$ cat src/hdl/tcac_pkg.sv
// Package of offsets, fields, resets and states for the transfer count block
package tcac_pkg;

    localparam int          DATA_W        = 32;
    localparam int          ADDR_W        = 8;

    // Register byte offsets
    localparam logic [7:0]  OFF_COUNT_A   = 8'h00;
    localparam logic [7:0]  OFF_COUNT_B   = 8'h04;
    localparam logic [7:0]  OFF_MODE      = 8'h08;
    localparam logic [7:0]  OFF_STATUS    = 8'h0c;
    localparam logic [7:0]  OFF_ACT_EN0   = 8'h10;
    localparam logic [7:0]  OFF_SW_VECTOR = 8'h30;
    localparam logic [7:0]  OFF_MSTOP     = 8'h34;
    localparam logic [7:0]  OFF_VEC_ADDR  = 8'h38;

    // Mode register fields
    localparam int          MODE_LSB      = 2;
    localparam int          MODE_MSB      = 3;
    localparam int          ISEL_BIT      = 6;

    // Software vector register fields
    localparam int          SWAE_BIT      = 7;
    localparam int          VEC_W         = 7;

    // Module stop register fields
    localparam int          CSTOP_BIT     = 6;

    // Status register fields
    localparam int          ST_BUSY_BIT   = 0;
    localparam int          ST_SWEND_BIT  = 1;
    localparam int          ST_EXH_BIT    = 2;
    localparam int          ST_STOP_BIT   = 3;

    // Reset values
    localparam logic [7:0]  ACT_EN_RST    = 8'h00;
    localparam logic [7:0]  SW_VECTOR_RST = 8'h00;
    localparam logic [7:0]  MSTOP_RST     = 8'h3f;
    localparam logic [15:0] COUNT_RST     = 16'h0000;
    localparam logic [7:0]  MODE_RST      = 8'h00;

    // Software activation vector base
    localparam logic [15:0] VEC_BASE      = 16'h0400;

    // Transfer mode encodings
    localparam logic [1:0]  MODE_NORMAL   = 2'b00;
    localparam logic [1:0]  MODE_REPEAT   = 2'b01;

    typedef enum logic [1:0] {
        TCAC_IDLE,
        TCAC_XFER,
        TCAC_END
    } tcac_state_e;

endpackage

$ cat src/hdl/tcac_top.sv
// Transfer count, activation enable, software vector and module stop control
// Operation
// - Normal mode: 16-bit count decrements per transfer, ends at zero.
// - Repeat/block mode: upper byte is reload, lower byte counts 1 to 256.
// - Repeat/block mode: lower byte decrements, reloads from upper at zero.
// - Block mode: 16-bit block count decrements per block, ends at zero.
// - Seven 8-bit enable registers; set bit routes a source here.
// - Enable registers clear on reset and hardware standby.
// - Enable bit clears on select-and-ended or count exhausted, else held.
// - Software vector register resets to zero, enable bit included.
// - Software activation enable accepts only written ones.
// - Soft enable clears: select zero unexhausted, or select zeroed later.
// - Soft enable held during transfer, on select-and-ended, or exhausted.
// - Vector address is base 0x0400 plus vector number shifted left once.
// - Vector number bits are writable only while soft enable is zero.
// - Stop bit set halts controller after current cycle, enters stop mode.
// - Stop bit cannot be set to one while the controller is operating.
// - Stop register resets to 0x3F, untouched by software standby.
// - Mode field: 00 normal, 01 repeat, 1x block transfer.
// - Select bit chooses flag clear (zero) or CPU interrupt (one).
`timescale 1ns/1ps

module tcac_top #(
    parameter int SRC_REGS = 7
) (
    input  wire logic                          pclk,
    input  wire logic                          presetn,
    input  wire logic                          hw_standby,
    input  wire logic                          psel,
    input  wire logic                          penable,
    input  wire logic                          pwrite,
    input  wire logic [tcac_pkg::ADDR_W-1:0]   paddr,
    input  wire logic [tcac_pkg::DATA_W-1:0]   pwdata,
    input  wire logic [3:0]                    pstrb,
    output logic      [tcac_pkg::DATA_W-1:0]   prdata,
    output logic                               pready,
    output logic                               pslverr,
    input  wire logic [SRC_REGS*8-1:0]         src_req,
    output logic                               xfer_pulse,
    output logic      [15:0]                   xfer_vector,
    output logic                               src_flag_clr,
    output logic                               src_cpu_req,
    output logic      [5:0]                    src_index,
    output logic                               sw_end_irq,
    output logic                               busy,
    output logic                               module_stopped
);
    import tcac_pkg::*;

    localparam int NSRC = SRC_REGS * 8;

    if (SRC_REGS < 1 || SRC_REGS > 8) begin : g_src_regs_check
        $error("SRC_REGS must lie between 1 and 8");
    end

    // Lowest pending enabled source wins, matching fixed default priority
    function automatic logic [5:0] first_set(input logic [63:0] v);
        logic [5:0] idx;
        idx = 6'h00;
        for (int i = 63; i >= 0; i--) begin
            if (v[i]) begin
                idx = 6'(i);
            end
        end
        return idx;
    endfunction

    function automatic logic [15:0] vec_addr(input logic [VEC_W-1:0] n);
        return VEC_BASE + {8'h00, n, 1'b0};
    endfunction

    logic [15:0]        count_a_r;
    logic [15:0]        count_b_r;
    logic [7:0]         mode_r;
    logic [7:0]         act_en_r [SRC_REGS];
    logic               swae_r;
    logic [VEC_W-1:0]   vec_num_r;
    logic [7:0]         mstop_r;
    logic               sw_end_r;
    logic               exh_r;
    logic               from_sw_r;
    logic [5:0]         src_idx_r;
    tcac_state_e        state_r;
    logic [DATA_W-1:0]  prdata_r;
    logic               xfer_pulse_r;
    logic               flag_clr_r;
    logic               cpu_req_r;
    logic [15:0]        xfer_vec_r;

    logic [63:0]        en_flat;
    logic [63:0]        pend;
    logic               hw_pend;
    logic               stop_bit;
    logic               start;
    logic               wr_en;
    logic               rd_setup;
    logic               mapped;
    logic               act_hit;
    logic [2:0]         act_sel;
    logic [1:0]         mode;
    logic               is_block;
    logic               lo_zero_nxt;
    logic               unit_last;
    logic               seq_exh;
    logic               isel;
    logic [7:0]         hw_clr [SRC_REGS];

    // Flattened so one priority search covers every enable register
    always_comb begin
        en_flat = 64'h0;
        for (int r = 0; r < SRC_REGS; r++) begin
            en_flat[r*8 +: 8] = act_en_r[r];
        end
    end

    // Only enabled sources activate; others stay with the CPU
    assign pend     = en_flat & 64'(src_req);
    assign hw_pend  = |pend;
    assign stop_bit = mstop_r[CSTOP_BIT];
    assign mode     = mode_r[MODE_MSB:MODE_LSB];
    assign is_block = mode[1];
    assign isel     = mode_r[ISEL_BIT];
    // Stopped controller accepts no new activation
    assign start    = (state_r == TCAC_IDLE) && !stop_bit && (hw_pend || swae_r
                      && !sw_end_r);

    // APB decode
    assign wr_en    = psel && penable && pwrite;
    assign rd_setup = psel && !penable && !pwrite;
    assign act_hit  = (paddr >= OFF_ACT_EN0) && (paddr[1:0] == 2'b00)
                      && (paddr < OFF_ACT_EN0 + 8'(SRC_REGS * 4));
    assign act_sel  = 3'((paddr - OFF_ACT_EN0) >> 2);
    assign mapped   = act_hit || paddr == OFF_COUNT_A || paddr == OFF_COUNT_B
                      || paddr == OFF_MODE || paddr == OFF_STATUS
                      || paddr == OFF_SW_VECTOR || paddr == OFF_MSTOP
                      || paddr == OFF_VEC_ADDR;
    // No wait states: every register answers in the access cycle
    assign pready   = 1'b1;
    assign pslverr  = psel && penable && !mapped;

    // Counter step for one transfer unit
    // A loaded zero simply wraps, which gives the maximum count for free
    assign lo_zero_nxt = (count_a_r[7:0] == 8'h01);
    always_comb begin
        unit_last = 1'b1;
        seq_exh   = 1'b0;
        if (mode == MODE_NORMAL) begin
            seq_exh = (count_a_r == 16'h0001);
        end else if (mode == MODE_REPEAT) begin
            seq_exh = 1'b0;
        end else begin
            unit_last = lo_zero_nxt;
            seq_exh   = lo_zero_nxt && (count_b_r == 16'h0001);
        end
    end

    always_ff @(posedge pclk or negedge presetn) begin
        if (!presetn) begin
            state_r      <= TCAC_IDLE;
            src_idx_r    <= 6'h00;
            from_sw_r    <= 1'b0;
            exh_r        <= 1'b0;
            xfer_pulse_r <= 1'b0;
            xfer_vec_r   <= 16'h0000;
        end else if (hw_standby) begin
            // Standby abandons a transfer without any outcome pulse
            state_r      <= TCAC_IDLE;
            src_idx_r    <= 6'h00;
            from_sw_r    <= 1'b0;
            xfer_vec_r   <= 16'h0000;
            exh_r        <= 1'b0;
            xfer_pulse_r <= 1'b0;
        end else begin
            xfer_pulse_r <= 1'b0;
            case (state_r)
                TCAC_IDLE: begin
                    if (start) begin
                        state_r   <= TCAC_XFER;
                        from_sw_r <= !hw_pend;
                        src_idx_r <= first_set(pend);
                        exh_r     <= 1'b0;
                        xfer_vec_r <= hw_pend ? 16'h0000 : vec_addr(vec_num_r);
                    end
                end
                TCAC_XFER: begin
                    xfer_pulse_r <= 1'b1;
                    if (unit_last) begin
                        state_r <= TCAC_END;
                        exh_r   <= seq_exh;
                    end
                end
                TCAC_END: begin
                    state_r <= TCAC_IDLE;
                end
                default: begin
                    state_r <= TCAC_IDLE;
                end
            endcase
        end
    end

    // Counters; APB writes are ignored while a transfer runs
    always_ff @(posedge pclk or negedge presetn) begin
        if (!presetn) begin
            count_a_r <= COUNT_RST;
            count_b_r <= COUNT_RST;
        end else if (state_r == TCAC_XFER) begin
            if (mode == MODE_NORMAL) begin
                count_a_r <= count_a_r - 16'h0001;
            end else if (count_a_r[7:0] == 8'h01) begin
                count_a_r[7:0] <= count_a_r[15:8];
                if (is_block) begin
                    count_b_r <= count_b_r - 16'h0001;
                end
            end else begin
                count_a_r[7:0] <= count_a_r[7:0] - 8'h01;
            end
        end else if (wr_en && paddr == OFF_COUNT_A) begin
            count_a_r <= pwdata[15:0];
        end else if (wr_en && paddr == OFF_COUNT_B) begin
            count_b_r <= pwdata[15:0];
        end
    end

    // Mode is left alone by standby, like the counts
    always_ff @(posedge pclk or negedge presetn) begin
        if (!presetn) begin
            mode_r <= MODE_RST;
        end else if (wr_en && paddr == OFF_MODE) begin
            mode_r <= pwdata[7:0];
        end
    end

    // End-of-transfer outcome for a hardware source
    always_ff @(posedge pclk or negedge presetn) begin
        if (!presetn) begin
            flag_clr_r <= 1'b0;
            cpu_req_r  <= 1'b0;
        end else begin
            flag_clr_r <= 1'b0;
            cpu_req_r  <= 1'b0;
            if (state_r == TCAC_END && !from_sw_r && !hw_standby) begin
                flag_clr_r <= !isel && !exh_r;
                cpu_req_r  <= isel || exh_r;
            end
        end
    end

    // Only the served source loses its enable, when passed to the CPU
    always_comb begin
        for (int r = 0; r < SRC_REGS; r++) begin
            hw_clr[r] = 8'h00;
            if (state_r == TCAC_END && !from_sw_r && (isel || exh_r)
                && 3'(src_idx_r >> 3) == 3'(r)) begin
                hw_clr[r][src_idx_r[2:0]] = 1'b1;
            end
        end
    end

    // Hardware clear applied after the software write of the same cycle
    always_ff @(posedge pclk or negedge presetn) begin
        if (!presetn) begin
            for (int r = 0; r < SRC_REGS; r++) begin
                act_en_r[r] <= ACT_EN_RST;
            end
        end else if (hw_standby) begin
            for (int r = 0; r < SRC_REGS; r++) begin
                act_en_r[r] <= ACT_EN_RST;
            end
        end else begin
            for (int r = 0; r < SRC_REGS; r++) begin
                if (wr_en && act_hit && act_sel == 3'(r) && pstrb[0]) begin
                    act_en_r[r] <= pwdata[7:0] & ~hw_clr[r];
                end else begin
                    act_en_r[r] <= act_en_r[r] & ~hw_clr[r];
                end
            end
        end
    end

    // Software activation enable, vector and end flag
    always_ff @(posedge pclk or negedge presetn) begin
        if (!presetn) begin
            swae_r    <= 1'b0;
            vec_num_r <= '0;
            sw_end_r  <= 1'b0;
        end else if (hw_standby) begin
            swae_r    <= 1'b0;
            vec_num_r <= '0;
            sw_end_r  <= 1'b0;
        end else begin
            if (wr_en && paddr == OFF_SW_VECTOR && pstrb[0]) begin
                if (!swae_r) begin
                    vec_num_r <= pwdata[VEC_W-1:0];
                end
            end
            // End-of-transfer set outranks a select write in the same cycle
            if (state_r == TCAC_END && from_sw_r) begin
                if (!isel && !exh_r) begin
                    swae_r <= 1'b0;
                end else begin
                    sw_end_r <= 1'b1;
                end
            end else if (wr_en && paddr == OFF_MODE && !pwdata[ISEL_BIT]
                         && sw_end_r) begin
                swae_r   <= 1'b0;
                sw_end_r <= 1'b0;
            end
            // A written one wins over any hardware clear
            if (wr_en && paddr == OFF_SW_VECTOR && pstrb[0]
                && pwdata[SWAE_BIT]) begin
                swae_r <= 1'b1;
            end
        end
    end

    // Module stop; the controller bit is refused while busy
    always_ff @(posedge pclk or negedge presetn) begin
        if (!presetn) begin
            mstop_r <= MSTOP_RST;
        end else if (hw_standby) begin
            mstop_r <= MSTOP_RST;
        end else if (wr_en && paddr == OFF_MSTOP && pstrb[0]) begin
            mstop_r <= pwdata[7:0];
            if (state_r != TCAC_IDLE && !mstop_r[CSTOP_BIT]) begin
                mstop_r[CSTOP_BIT] <= 1'b0;
            end
        end
    end

    // Read data captured in the setup cycle
    always_ff @(posedge pclk or negedge presetn) begin
        if (!presetn) begin
            prdata_r <= '0;
        end else if (rd_setup) begin
            prdata_r <= '0;
            if (act_hit) begin
                prdata_r[7:0] <= act_en_r[act_sel];
            end else begin
                case (paddr)
                    OFF_COUNT_A:   prdata_r[15:0] <= count_a_r;
                    OFF_COUNT_B:   prdata_r[15:0] <= count_b_r;
                    OFF_MODE:      prdata_r[7:0]  <= mode_r;
                    OFF_STATUS: begin
                        prdata_r[ST_BUSY_BIT]  <= state_r != TCAC_IDLE;
                        prdata_r[ST_SWEND_BIT] <= sw_end_r;
                        prdata_r[ST_EXH_BIT]   <= exh_r;
                        prdata_r[ST_STOP_BIT]  <= module_stopped;
                    end
                    OFF_SW_VECTOR: prdata_r[7:0]  <= {swae_r, vec_num_r};
                    OFF_MSTOP:     prdata_r[7:0]  <= mstop_r;
                    OFF_VEC_ADDR:  prdata_r[15:0] <= vec_addr(vec_num_r);
                    default:       prdata_r       <= '0;
                endcase
            end
        end
    end

    assign prdata         = prdata_r;
    assign xfer_pulse     = xfer_pulse_r;
    assign xfer_vector    = xfer_vec_r;
    assign src_flag_clr   = flag_clr_r;
    assign src_cpu_req    = cpu_req_r;
    assign src_index      = src_idx_r;
    assign sw_end_irq     = sw_end_r;
    assign busy           = state_r != TCAC_IDLE;
    // Stop takes hold only once the engine is idle
    assign module_stopped = stop_bit && state_r == TCAC_IDLE;

endmodule

$ cat config.mk
export PLATFORM = sky130hd
export DESIGN_NAME = tcac_top
export DESIGN_NICKNAME = d
export VERILOG_FILES = /design/src/hdl/tcac_pkg.sv /design/src/hdl/tcac_top.sv
export SDC_FILE = /design/constraint.sdc
export NUM_CORES = 1
export LEC_CHECK = 0
export BUFFER_PORTS_ARGS = -buffer_cell sky130_fd_sc_hd__buf_2
export CAP_MARGIN = 10
export CORE_ASPECT_RATIO = 2
export CORE_MARGIN = 2
export CORE_UTILIZATION = 53
export CTS_BUF_LIST = sky130_fd_sc_hd__clkbuf_4 sky130_fd_sc_hd__clkbuf_8
export CTS_CLUSTER_DIAMETER = 60
export CTS_CLUSTER_SIZE = 25
export DETAILED_ROUTE_END_ITERATION = 8
export HOLD_SLACK_MARGIN = 0.05
export PLACE_DENSITY = 0.79
export RECOVER_POWER = 100
export SLEW_MARGIN = 15
export SYNTH_ARGS = -nofsm -noshare
export SYNTH_HDL_FRONTEND = slang
export SYNTH_SLANG_ARGS = --single-unit
$ cat constraint.sdc
create_clock -name pclk -period 2.55 [get_ports pclk]
set_input_delay 0.3825 -clock pclk [delete_from_list [all_inputs] [get_ports pclk]]
set_output_delay 0.3825 -clock pclk [all_outputs]
set_load 0.02 [all_outputs]
# Word level (Yosys, flattened, before mapping)
# Index checks and enable logic that the tools add are counted.
[word_totals] elab_cells=327 reg_bits=174 out_inout_bits=62 input_bits=106
[classes] eq_ne=34 n_addsub=5 n_mux=140 bitwise_logic=23 magnitude_cmp=5 n_reduce_logical=96
[ops] cell="two-way mux 6 bit" n=67
[ops] cell="two-way mux 16 bit" n=12
[ops] cell="two-way mux 8 bit" n=23
[ops] cell="AND 8 bit" n=14
[ops] cell="OR reduction 64 bit" n=1
[ops] cell="AND 56 bit" n=1
[ops] cell="two-way mux 56 bit" n=1
[ops] cell="inverter 8 bit" n=7
[ops] cell="logical AND 1 bit" n=51
[ops] cell="equality test 16 x 1 -> 1 bit, second input constant" n=2
[ops] cell="subtractor 16 x 1 -> 16 bit, second input constant" n=2
[ops] cell="case mux 4 bit (7 select lines)" n=1
[ops] cell="binary-select mux 8 bit (select 3 bit)" n=1
[ops] cell="equality test 8 x 6 -> 1 bit, second input constant" n=3
[ops] cell="two-way mux 1 bit" n=24
[ops] cell="case mux 4 bit (6 select lines)" n=1
[ops] cell="case mux 8 bit (3 select lines)" n=1
[ops] cell="two-way mux 7 bit" n=3
[ops] cell="equality test 3 bit, second input constant" n=6
[ops] cell="equality test 8 x 4 -> 1 bit, second input constant" n=2
[ops] cell="nonzero test 2 bit" n=7
[ops] cell="adder 11 x 8 -> 12 bit, first input constant" n=1
[ops] cell="equality test 3 x 2 -> 1 bit, second input constant" n=4
[ops] cell="AND reduction 2 bit" n=6
[ops] cell="30 further kinds" n=62

# Depth between registers and ports, before layout
# Gate-level depths: netlist (run 1).
[depth] word_depth=67 ltp_mapped=8 mapped_depth_nobuf=7

# Worst setup path before layout (run 1)
# Ideal clock, no wire load.
[synth_path] path_type="register to register" from="reg act_en_r[32] in the netlist's numbering" to="reg src_idx_r[3], in the netlist src_index[3]" arrival_ns=2.297 setup_time_ns=0.125 slack_ns=0.128 required_ns=2.425 path_stages_with_launch=7 n_path_buf=0 period_less_slack_ns=2.422 path_cell_list="dfrtp_1 -> a22o_2 -> or4_4 -> nor4_2 -> a41o_2 -> and2b_2 -> mux2_2"
[synth_between] elab_chain_cells=21 elab_cells_between_ends=26 classes_between="20 x mux; 1 x bitwise; 5 x reduce/logical"
[synth_rtl] element="start: declaration" line="tcac_top.sv:75" text="logic [7:0] act_en_r [SRC_REGS];"
[synth_rtl] element="start signal: indexed assignment" line="tcac_top.sv:273" text="act_en_r[r] <= pwdata[7:0] & ~hw_clr[r];"
[synth_rtl] element="start signal: indexed assignment" line="tcac_top.sv:275" text="act_en_r[r] <= act_en_r[r] & ~hw_clr[r];"
[synth_rtl] element="AND 56 bit (*)" line="tcac_top.sv:117" text="assign pend = en_flat & 64'(src_req);"
[synth_rtl] element="two-way mux 6 bit (17 in a row)" line="tcac_top.sv:61" text="if (v[i]) begin"
[synth_rtl] element="two-way mux 6 bit" line="tcac_top.sv:177" text="if (start) begin"
[synth_rtl] element="two-way mux 6 bit" line="tcac_top.sv:175" text="case (state_r)"
[synth_rtl] element="two-way mux 6 bit" line="tcac_top.sv:165" text="end else if (hw_standby) begin"
[synth_rtl] element="end signal: assignment" line="tcac_top.sv:180" text="src_idx_r <= first_set(pend);"
[synth_rtl] element="end: declaration" line="tcac_top.sv:82" text="logic [5:0] src_idx_r;"
# Every way passes the cells marked *; elsewhere a longest branch is shown, timed or not. The select of a mux whose other input is x is not followed.
# A chain may end at the register's enable or synchronous reset.

# Worst setup path after layout (run 1)
[layout_path] from="in paddr[1] in the netlist's numbering" to="reg act_en_r[50] in the netlist's numbering"
[layout_between] elab_chain_cells=8 elab_cells_between_ends=12 classes_between="1 x add/sub; 2 x order compare; 2 x mux; 7 x reduce/logical"
[layout_rtl] element="start: declaration" line="tcac_top.sv:32" text="input wire logic [tcac_pkg::ADDR_W-1:0] paddr,"
[layout_rtl] element="greater-or-equal comparator 8 x 5 -> 1 bit / zero test 2 bit (equally long branches)" line="tcac_top.sv:130" text="assign act_hit = (paddr >= OFF_ACT_EN0) && (paddr[1:0] == 2'b00)"
[layout_rtl] element="logical AND 1 bit" line="tcac_top.sv:130"
[layout_rtl] element="logical AND 1 bit" line="tcac_top.sv:131" text="&& (paddr < OFF_ACT_EN0 + 8'(SRC_REGS * 4));"
[layout_rtl] element="logical AND 1 bit" line="tcac_top.sv:272" text="if (wr_en && act_hit && act_sel == 3'(r) && pstrb[0]) begin"
[layout_rtl] element="logical AND 1 bit (*) (2 in a row)" line="tcac_top.sv:272"
[layout_rtl] element="two-way mux 8 bit (*)" line="tcac_top.sv:272"
[layout_rtl] element="two-way mux 56 bit (*)" line="tcac_top.sv:266" text="end else if (hw_standby) begin"
# Every way passes the cells marked *; elsewhere a longest branch is shown, timed or not.

==> flow_metrics.py, run 1 <==
metrics = {
    "grt": {
        "wire_length_of_the_first_global_routing_pass_um": 53600,
        "congestion_overflow_gr": 0,
        "grt_pass1_vias": 9666,
        "grt_max_degree": 64,
        "initial_antenna_violation_count": 0,
        "track_usage": 0.378,
    },
    "timing": {
        "finalWorstSetupSlack_ns": 0.122,
        "final_period_minus_worst_setup_slack_ns": 2.43,
        "maxSlewHeadroom": -0.178,
        "worst-slew-pin-transition_ns": 1.77,
        "hold-worst-slack_ns": 0.234,
        "report.final.slew_viol_count": 63,
        "setup_tns_ns": 0,
        "setup_repair_after_global_routing_missed_its_margin": "false",
        "timing_hold_violations_final": 0,
        "maxClockFrequency_mhz": 412,
        "post-route-period-util": 0.952,
        "report.final.setup_viol": 0,
        "finalClockSkew_ns": 0.0164,
    },
    "layout": {
        "layout.cells.most_common": "nor2_1",
        "most-common-layout-cells": "152 x nor2_1, 143 x dfrtp_1, 101 x nand2_1",
        "n_fill_cell": 1531,
        "syn_to_final_growth_pct": 16.9,
        "regArea_um2": 3740,
        "multi_input_comb_area_um2": 5140,
        "number_of_nets_in_the_finished_design": 1348,
        "antenna_cells": 0,
        "final_design_area_no_fill_um2": 10900,
        "final_layout_size_suffix_gt1_frac": 0.220,
    },
    "place": {
        "placed_area_um2": 10700,
        "dp_slack_ns": -0.0680,
        "dp_hpwl_um": 26400,
        "place.gp.congestion": 0.989,
        "port_buffers": 123,
    },
    "flow_run": {
        "cap_violations": 1,
    },
    "outcome": {
        "outcome": "finished, violations left",
        "violated_checks": "capacitance limit, slew limit",
    },
    "die": {
        "floorplan.die.height_um": 192,
        "initial_core_util": 0.542,
        "core-area_um2": 17300,
        "design.portCount": 168,
        "design.die.area_um2": 18800,
        "dieWidth_um": 98.0,
        "rows": 68,
    },
    "logic_synthesis": {
        "async_flop_share": 1.00,
        "count_of_flip_flops_with_a_built_in_enable_after_synthesis": 0,
        "synthXorXnorAreaFrac": 0.00468,
        "synth_top_family_by_area": "compound AO/OA/AOI/OAI gates",
        "synth_seq_cells": 149,
        "synth.distinct_cells": 79,
        "netlist_instances": 1059,
        "postSynth.topFlopCell": "dfrtp_1",
        "ys_warns": 0,
        "synth_compound_area_frac": 0.273,
        "synthMuxAreaShare": 0.0546,
        "post_synth_instance_area_um2": 9370,
        "post_synth_fa_ha_maj_area_fraction": 0.00534,
        "yosysSeqAreaShare": 0.399,
        "simple_gate_share_of_the_synthesized_area": 0.203,
        "synth_area_per_cell_um2": 8.84,
    },
    "power_and_ir_drop": {
        "power.internal_uw": 3530,
        "comb_power_frac": 0.128,
        "p_leak_uw": 0.00485,
        "cellPowerDensity_nw_per_um2": 454,
        "vdd_ir_drop_max_uv": 340,
        "power_switching_share": 0.289,
        "power.sequential.fraction": 0.508,
        "p_switching_uw": 1430,
        "p_clk_frac": 0.364,
    },
    "routing": {
        "route.antenna.remaining_nets": 0,
        "avgViaCountPerCell": 6.74,
        "finalWirelength_um": 35500,
        "drt-wirelength-per-cell_um": 24.3,
        "firstDrtPassIters": 7,
        "drc": 0,
        "route.vias.total": 9840,
        "initialDrtViolationCount": 759,
    },
    "clock_tree": {
        "htree_num_levels": 4,
        "tritoncts": "yes",
        "cts_made_buffers": 17,
        "clkLatencyLatePin_ns": 0.47,
        "cts-root-buf": "clkbuf_8",
        "worst_setup_hold_path_clk_slew_ns": 0.09,
        "post_cts_buffers": 0,
        "ctsLongestPathBuffers": 2,
        "cts.sink_count": 149,
    },
    "critical_path": {
        "cp_data_required_time_ns": 2.85,
        "worst_r2r_path_depth": 6,
        "cp.arrival_ns": 2.73,
        "path_class": "in2reg",
        "kind_of_end_point_of_the_critical_path": "flip-flop",
        "worstSetupStartpointType": "primary input",
        "worst-path-max-fanout": 12,
    },
    "hold_path": {
        "min_path_type": "in2reg",
        "cell_count_of_the_worst_hold_path": 3,
    },
}
==> metrics by stage <==
| stage | power (uW) | cells | utilization |
|---|---|---|---|
| floorplan | 2910 | 1082 | - |
| finish | 4970 | 1461 | 0.634 |
| global route | 5130 | 1461 | 0.634 |
| detailed placement | 3200 | 1428 | 0.619 |
| CTS | 4980 | 1461 | 0.642 |
| global placement | 3180 | 1428 | 0.619 |
==> power groups by stage <==
stage	registers, uW	clock network, uW	logic, uW
after floorplan	2540	0	362
after global placement	2560	0	619
after detailed placement	2570	0	630
after CTS	2520	1820	636
after global routing	2530	1910	691
final	2520	1810	638
==> logic make-up (layout without fill, tap and decap cells) <==
logic type / count (synthesis) / after routing
and+or+nand+nor: 389 / 389
AOI/OAI and AO/OA: 363 / 363
DFF: 149 / 149
buffers and inverters: 108 / 277
muxes: 39 / 39
xor gates and xnor gates: 5 / 5
adders and majority gates: 4 / 4
other: 2 / 25
==> synthesized netlist by cell type, drive strengths merged, types with 15 or more instances <==
cell,n,share of area
nor2,154,0.063
dfrtp,143,0.38
nand2,101,0.040
a21oi,86,0.046
a2111oi,57,0.055
o21ai,56,0.030
clkbuf,51,0.022
a22oi,48,0.038
buf,42,0.031
a22o,32,0.031
nor3,29,0.018
nand3,19,0.010
mux2i,17,0.018
a31oi,16,0.011
inv,15,0.0060
==> timing repair <==
action / 4_1_cts / 5_1_grt
hold buffers: 1 / 0
setup endpoints to repair: 0 / 12
hold endpoints to repair: 58 / 0
gates resized for setup: 0 / 2
==> per-layer routing <==
layer / vias to the layer above / global-route usage / routed length [um] / part of all wire
met2: 604 / 0.638 / 17500 / 0.49
met3: 232 / 0.0764 / 2780 / 0.078
met4: 0 / 0.364 / 4070 / 0.11
li1: 4333 / - / - / -
met5: - / 0 / 0 / 0
met1: 4671 / 0.380 / 11100 / 0.31
==> cell type report <==
type / instances / area share
Inverter: 15 / 0.00514
Tap cell: 210 / 0.0240
Clock buffer: 24 / 0.0279
Multi-Input combinational cell: 825 / 0.469
Timing Repair Buffer: 230 / 0.125
Clock inverter: 8 / 0.00720
Sequential cell: 149 / 0.341
==> registers in the layout, summed over array words and instances, names as in the netlist <==
| name | cells |
|---|---|
| act_en_r | 56 |
| count_a_r | 16 |
| count_b_r | 16 |
| prdata | 16 |
| mode_r | 8 |
| mstop_r | 8 |
| xfer_vector | 8 |
| vec_num_r | 7 |
| src_index | 6 |
| state_r | 2 |
| exh_r | 1 |
| src_cpu_req | 1 |
| src_flag_clr | 1 |
| sw_end_irq | 1 |
| swae_r | 1 |
| xfer_pulse | 1 |
==> critical path, cell delays in order <==
cell and delay (ns):
buf_2 0.09, or4_1 0.60, clkbuf_1 0.34, nor4b_2 0.36, clkbuf_2 0.32, nand2_1 0.37
nor2_1 0.19, a2111oi_0 0.07
==> final timing paths <==
kind	slack (ns)	end	start
max	0.12	act_en_r[50]$_DFF_PN0_	paddr[1]
min	0.23	count_b_r[15]$_DFFE_PN0P_	pwdata[15]
max reg2reg	0.16	src_index[4]$_DFFE_PN0P_	act_en_r[31]$_DFF_PN0_
min reg2reg	0.51	xfer_vector[7]$_DFFE_PN0P_	xfer_vector[7]$_DFFE_PN0P_
max in group asynchronous	0.41	count_a_r[13]$_DFFE_PN0P_	presetn
min in group asynchronous	0.91	xfer_vector[6]$_DFFE_PN0P_	presetn
No activity file was read; power rests on OpenSTA's default activity.
==> inputs of run 2 (changes only) <==
ABC_AREA = 1   (was default)
CAP_MARGIN = 20   (was 10)
CORE_MARGIN = 1.5   (was 2)
CORE_UTILIZATION = 52   (was 53)
PLACE_DENSITY = 0.78   (was 0.79)
==> flow_metrics.py, run 2 <==
metrics = {
    "outcome": {
        "outcome": "finished, violations left",
        "violated_checks": "setup timing",
    },
    "layout": {
        "number_of_nets_in_the_finished_design": 1532,
        "max_reg_flops": 56,
        "antenna_cells": 0,
        "regMostFlops": "act_en_r",
        "most-common-layout-cells": "272 x nand2_1, 143 x dfrtp_1, 128 x nor2_1",
        "n_fill_cell": 1589,
        "final_cell_count_no_fill": 1642,
        "syn_to_final_growth_pct": 20.3,
        "layout.cells.most_common": "nand2_1",
        "final_layout_size_suffix_gt1_frac": 0.192,
    },
    "timing": {
        "setup_repair_after_global_routing_missed_its_margin": "true",
        "final_period_minus_worst_setup_slack_ns": 3.39,
        "report.final.setup_viol": 2,
        "worst-slew-pin-transition_ns": 1.29,
        "report.final.slew_viol_count": 0,
        "maxClockFrequency_mhz": 295,
        "maxSlewHeadroom": 0.137,
        "setup_tns_ns": -1.28,
        "finalWorstSetupSlack_ns": -0.840,
        "finalClockSkew_ns": 0.0192,
        "timing_hold_violations_final": 0,
        "hold-worst-slack_ns": 0.189,
        "post-route-period-util": 1.33,
    },
    "grt": {
        "grt_pass1_vias": 9897,
        "congestion_overflow_gr": 0,
        "initial_antenna_violation_count": 0,
        "track_usage": 0.394,
        "grt_max_degree": 57,
        "wire_length_of_the_first_global_routing_pass_um": 52200,
    },
    "logic_synthesis": {
        "post-synth-top-area-cell": "dfrtp_1",
        "synth.distinct_cells": 42,
        "ys_warns": 0,
        "netlist_instances": 1218,
        "postSynth.topFlopCell": "dfrtp_1",
        "yosysSeqAreaShare": 0.417,
        "yosys-top-cells-area": "dfrtp_1 40%, nand2_1 12%, nor2_1 5.6%, a21oi_1 4.5%, inv_1 4.3%",
        "synth_area_per_cell_um2": 7.36,
        "yosys-top-cells-count": "279 x nand2_1, 143 x dfrtp_1, 133 x nor2_1",
        "post_synth_instance_area_um2": 8960,
        "synth.most_common_cell": "nand2_1",
        "synth_seq_cells": 149,
        "async_flop_share": 1.00,
        "count_of_flip_flops_with_a_built_in_enable_after_synthesis": 0,
        "synthDominantCellAreaShare": 0.399,
    },
    "critical_path": {
        "kind_of_end_point_of_the_critical_path": "flip-flop",
        "cp_data_required_time_ns": 2.93,
        "worstSetupStartpointType": "flip-flop",
        "path_class": "reg2reg",
        "critPathMaxStageDelay_ns": 0.40,
        "critical_path.slowest_cell": "dfrtp_1",
        "worst-path-max-fanout": 2,
        "cp_common_cell": "nand2_1",
        "cp.arrival_ns": 3.77,
    },
    "routing": {
        "finalWirelength_um": 33700,
        "avgViaCountPerCell": 6.07,
        "drc": 0,
        "firstDrtPassIters": 6,
        "route.vias.total": 9967,
        "initialDrtViolationCount": 830,
        "route.antenna.remaining_nets": 0,
        "drt-wirelength-per-cell_um": 20.5,
    },
    "clock_tree": {
        "htree_num_levels": 4,
        "tritoncts": "yes",
        "cts_made_buffers": 17,
        "cts-root-buf": "clkbuf_8",
        "clkLatencyLatePin_ns": 0.48,
        "ctsLongestPathBuffers": 2,
        "cts.sink_count": 149,
        "worst_setup_hold_path_clk_slew_ns": 0.10,
    },
    "power_and_ir_drop": {
        "cellPowerDensity_nw_per_um2": 670,
        "power_switching_share": 0.396,
        "power.internal_uw": 4360,
        "vdd_ir_drop_max_uv": 699,
        "p_leak_uw": 0.00536,
        "power_after_layout_uw": 7220,
        "p_clk_frac": 0.277,
        "comb_power_frac": 0.313,
        "power.sequential.fraction": 0.410,
        "p_switching_uw": 2860,
    },
    "place": {
        "place.gp.congestion": 1.06,
        "port_buffers": 123,
        "dp_hpwl_um": 25600,
        "dp.cells": 1599,
    },
    "die": {
        "design.die.area_um2": 18100,
        "rows": 67,
        "floorplan.die.height_um": 189,
        "core-area_um2": 16800,
        "initial_core_util": 0.532,
        "design.portCount": 168,
        "dieWidth_um": 95.8,
    },
    "hold_path": {
        "min_path_type": "in2reg",
    },
    "flow_run": {
        "cap_violations": 0,
    },
}
run 2: what timing repair did:
action	CTS	global route
endpoints found under the setup margin	2	19
hold buffers	1	0
pin swaps	30	15
gates resized for setup	23	13
hold endpoints to repair	47	0
buffers inserted	10	7
run 2: metal layers:
| metal | GRT usage | vias up | part of all wire |
|---|---|---|---|
| li1 | - | 4530 | - |
| met1 | 0.395 | 4606 | 0.31 |
| met2 | 0.655 | 609 | 0.51 |
| met3 | 0.0864 | 222 | 0.077 |
| met4 | 0.352 | 0 | 0.097 |
| met5 | 0 | - | 0 |
run 2: kinds of logic (layout without fill, tap and decap cells):
| family | count (synthesis) | in the layout | synth area share |
|---|---|---|---|
| adders and majority gates | 4 | 4 | 0.00558 |
| AOI/OAI and AO/OA | 328 | 328 | 0.222 |
| DFF | 149 | 149 | 0.417 |
| muxes | 7 | 7 | 0.00796 |
| and+or+nand+nor | 530 | 530 | 0.251 |
| buffers and inverters | 194 | 388 | 0.0925 |
| other | 2 | 25 | 0.000838 |
| xor gates and xnor gates | 4 | 4 | 0.00391 |
run 2: worst max-delay path: cells and delay by family, from the launching register on:
kind	cells	cell delay [ns]
buf+inv	1	0.04
flops	1	0.40
simple gates	57	2.85
run 2: stage by stage:
stage	util	setup slack, ns	instance area [um^2]
6_report	0.640	-0.840	10800
5_1_grt	0.640	-1.48	10800
4_1_cts	0.644	-0.838	10900
3_5_place_dp	0.611	-0.988	10300
3_3_place_gp	0.611	-0.967	10300
2_1_floorplan	-	-0.369	9060
run 2: cell type report:
class,instances,area (um^2),area share
Clock buffer,18,248,0.0230
Sequential cell,149,3740,0.346
Timing Repair Buffer,222,1310,0.121
Clock inverter,14,178,0.0165
Tap cell,207,259,0.0240
Inverter,134,503,0.0466
Multi-Input combinational cell,898,4550,0.422
run 2: final timing paths:
check | to | slack, ns | startpoint | depth (start not counted)
worst max-delay path | src_index[0]$_DFFE_PN0P_ | -0.84 | act_en_r[7]$_DFF_PN0_ | 58
worst min-delay path | count_b_r[13]$_DFFE_PN0P_ | 0.19 | pwdata[13] | 3
worst max register to register | src_index[0]$_DFFE_PN0P_ | -0.84 | act_en_r[7]$_DFF_PN0_ | 58
worst min register to register | prdata[8]$_DFFE_PN0P_ | 0.49 | prdata[8]$_DFFE_PN0P_ | 2
max in group asynchronous | act_en_r[13]$_DFF_PN0_ | 0.32 | presetn | 3
min in group asynchronous | xfer_pulse$_DFF_PN0_ | 0.71 | presetn | 2
run 2: power by group through the flow:
stage          clock (uW)  combinational [uW]  sequential, uW
6_report             2000                2260            2960
3_5_place_dp            0                2220            3000
4_1_cts              2010                2250            2950
2_1_floorplan           0                1450            2920
5_1_grt              2080                2510            2990
3_3_place_gp            0                2190            2990
==> inputs of run 3 (changes only) <==
CELL_PAD_IN_SITES_DETAIL_PLACEMENT = 1   (was default)
CELL_PAD_IN_SITES_GLOBAL_PLACEMENT = 1   (was default)
CORE_UTILIZATION = 38   (was 52)
GPL_TIMING_DRIVEN = 0   (was default)
PLACE_DENSITY = default   (was 0.78)
PLACE_DENSITY_LB_ADDON = 0.1   (was default)
==> flow_metrics.py, run 3 (synthesis gave the netlist of run 2 again) <==
metrics = {
    "outcome": {
        "outcome": "finished, violations left",
        "violated_checks": "setup timing",
    },
    "grt": {
        "grt_pass1_vias": 10300,
        "grt_max_degree": 102,
        "track_usage": 0.328,
        "congestion_overflow_gr": 0,
        "wire_length_of_the_first_global_routing_pass_um": 59500,
        "initial_antenna_violation_count": 1,
    },
    "place": {
        "dp_hpwl_um": 31100,
        "port_buffers": 122,
        "place.gp.congestion": 0.977,
        "dp_slack_ns": -1.31,
        "placed_area_um2": 10100,
    },
    "timing": {
        "timing_hold_violations_final": 0,
        "setup_tns_ns": -2.75,
        "report.final.slew_viol_count": 0,
        "final_period_minus_worst_setup_slack_ns": 3.58,
        "finalClockSkew_ns": 0.0108,
        "maxClockFrequency_mhz": 280,
        "maxSlewHeadroom": 0.143,
        "finalWorstSetupSlack_ns": -1.03,
        "hold-worst-slack_ns": 0.194,
        "post-route-period-util": 1.40,
        "setup_repair_after_global_routing_missed_its_margin": "true",
        "worst-slew-pin-transition_ns": 1.29,
        "report.final.setup_viol": 29,
    },
    "critical_path": {
        "cp.arrival_ns": 3.97,
        "critical_path.reg2reg.endpoint": "src_index[0]$_DFFE_PN0P_",
        "worst_reg2reg_setup_slack_ns": -1.03,
        "critPathMaxStageDelay_ns": 0.42,
        "critical_path.startpoint": "act_en_r[7]$_DFF_PN0_",
        "worstPathBufferInverterCount": 1,
        "worst_r2r_path_depth": 58,
        "worst-path-max-fanout": 2,
        "path_class": "reg2reg",
        "r2r-start": "act_en_r[7]$_DFF_PN0_",
        "worstSetupStartpointType": "flip-flop",
        "critical_path.slowest_cell": "dfrtp_1",
        "cpLargestDelayFamily": "simple AND/OR/NAND/NOR gates",
        "kind_of_end_point_of_the_critical_path": "flip-flop",
        "cp_data_required_time_ns": 2.95,
        "cp_common_cell": "nand2_1",
    },
    "hold_path": {
        "min_path_type": "in2reg",
        "hold_end": "xfer_pulse$_DFF_PN0_",
        "cell_count_of_the_worst_hold_path": 2,
        "holdCritStartpoint": "hw_standby",
    },
    "die": {
        "dieWidth_um": 112,
        "floorplan.die.height_um": 220,
        "core-area_um2": 23200,
        "design.portCount": 168,
        "initial_core_util": 0.386,
        "design.die.area_um2": 24600,
        "rows": 79,
    },
    "clock_tree": {
        "tritoncts": "yes",
        "clkLatencyLatePin_ns": 0.50,
        "cts-root-buf": "clkbuf_8",
        "worst_setup_hold_path_clk_slew_ns": 0.09,
        "cts.sink_count": 149,
        "htree_num_levels": 4,
        "cts_made_buffers": 17,
        "ctsLongestPathBuffers": 2,
    },
    "layout": {
        "syn_to_final_growth_pct": 18.6,
        "multi_input_comb_area_um2": 4610,
        "final_design_area_no_fill_um2": 10600,
        "max_reg_flops": 56,
        "layout.cells.most_common": "nand2_1",
        "regMostFlops": "act_en_r",
        "antenna_cells": 0,
        "n_fill_cell": 3053,
        "fin_util": 0.458,
        "regArea_um2": 3740,
        "most-common-layout-cells": "272 x nand2_1, 140 x dfrtp_1, 122 x nor2_1",
        "number_of_nets_in_the_finished_design": 1505,
        "final_layout_size_suffix_gt1_frac": 0.178,
    },
    "routing": {
        "avgViaCountPerCell": 5.76,
        "drc": 0,
        "route.vias.total": 9741,
        "finalWirelength_um": 39600,
        "firstDrtPassIters": 8,
        "initialDrtViolationCount": 506,
        "drt-wirelength-per-cell_um": 23.4,
        "route.antenna.remaining_nets": 0,
    },
    "power_and_ir_drop": {
        "cellPowerDensity_nw_per_um2": 697,
        "p_leak_uw": 0.00517,
        "vdd_ir_drop_max_uv": 407,
    },
    "flow_run": {
        "cap_violations": 0,
    },
}
## run 3: cell type report
class | count | share of cell area
repair buffers | 135 | 0.0629
clock buffers | 18 | 0.0233
clock inverters | 14 | 0.0165
inverters | 134 | 0.0473
flip-flops and latches | 149 | 0.352
well taps | 283 | 0.0333
plain buffers | 60 | 0.0319
multi-input cells | 898 | 0.433
## run 3: per-layer routing
layer | track usage | vias to the layer above | part of all wire
met2 | 0.619 | 348 | 0.54
li1 | - | 4471 | -
met5 | 0 | - | 0.00023
met1 | 0.301 | 4742 | 0.32
met3 | 0.0414 | 178 | 0.038
met4 | 0.300 | 2 | 0.098
## run 3: through the flow
stage,instances,total power [uW]
finish,1691,7420
global route,1691,7810
CTS,1687,7400
detailed placement,1647,5350
global placement,1646,5270
floorplan,1241,4370
## run 3: how the worst max path moves through the flow
stage | to | depth (start not counted) | slack, ns
6_report | src_index[0]$_DFFE_PN0P_ | 58 | -1.03
3_3_place_gp | act_en_r[13]$_DFF_PN0_ | 1 | -1.26
4_1_cts | src_index[0]$_DFFE_PN0P_ | 58 | -1.15
2_1_floorplan | src_index[0]$_DFFE_PN0P_ | 58 | -0.37
3_5_place_dp | src_index[0]$_DFFE_PN0P_ | 59 | -1.31
5_1_grt | src_index[0]$_DFFE_PN0P_ | 58 | -1.61
## run 3: repair_timing
item | 4_1_cts | 5_1_grt
hold buffers | 1 | 0
gates resized for setup | 22 | 34
cloned | 0 | 0
hold endpoints to repair | 48 | 0
endpoints found under the setup margin | 73 | 55
setup buffers | 7 | 4
pin swaps | 5 | 12
## run 3: report_power, final
group          leakage (uW)  internal [uW]  total [uW]  switching [uW]
logic               0.00302            666        2390            1720
clock network      0.000206           1000        2040            1040
registers           0.00195           2670        2980             317
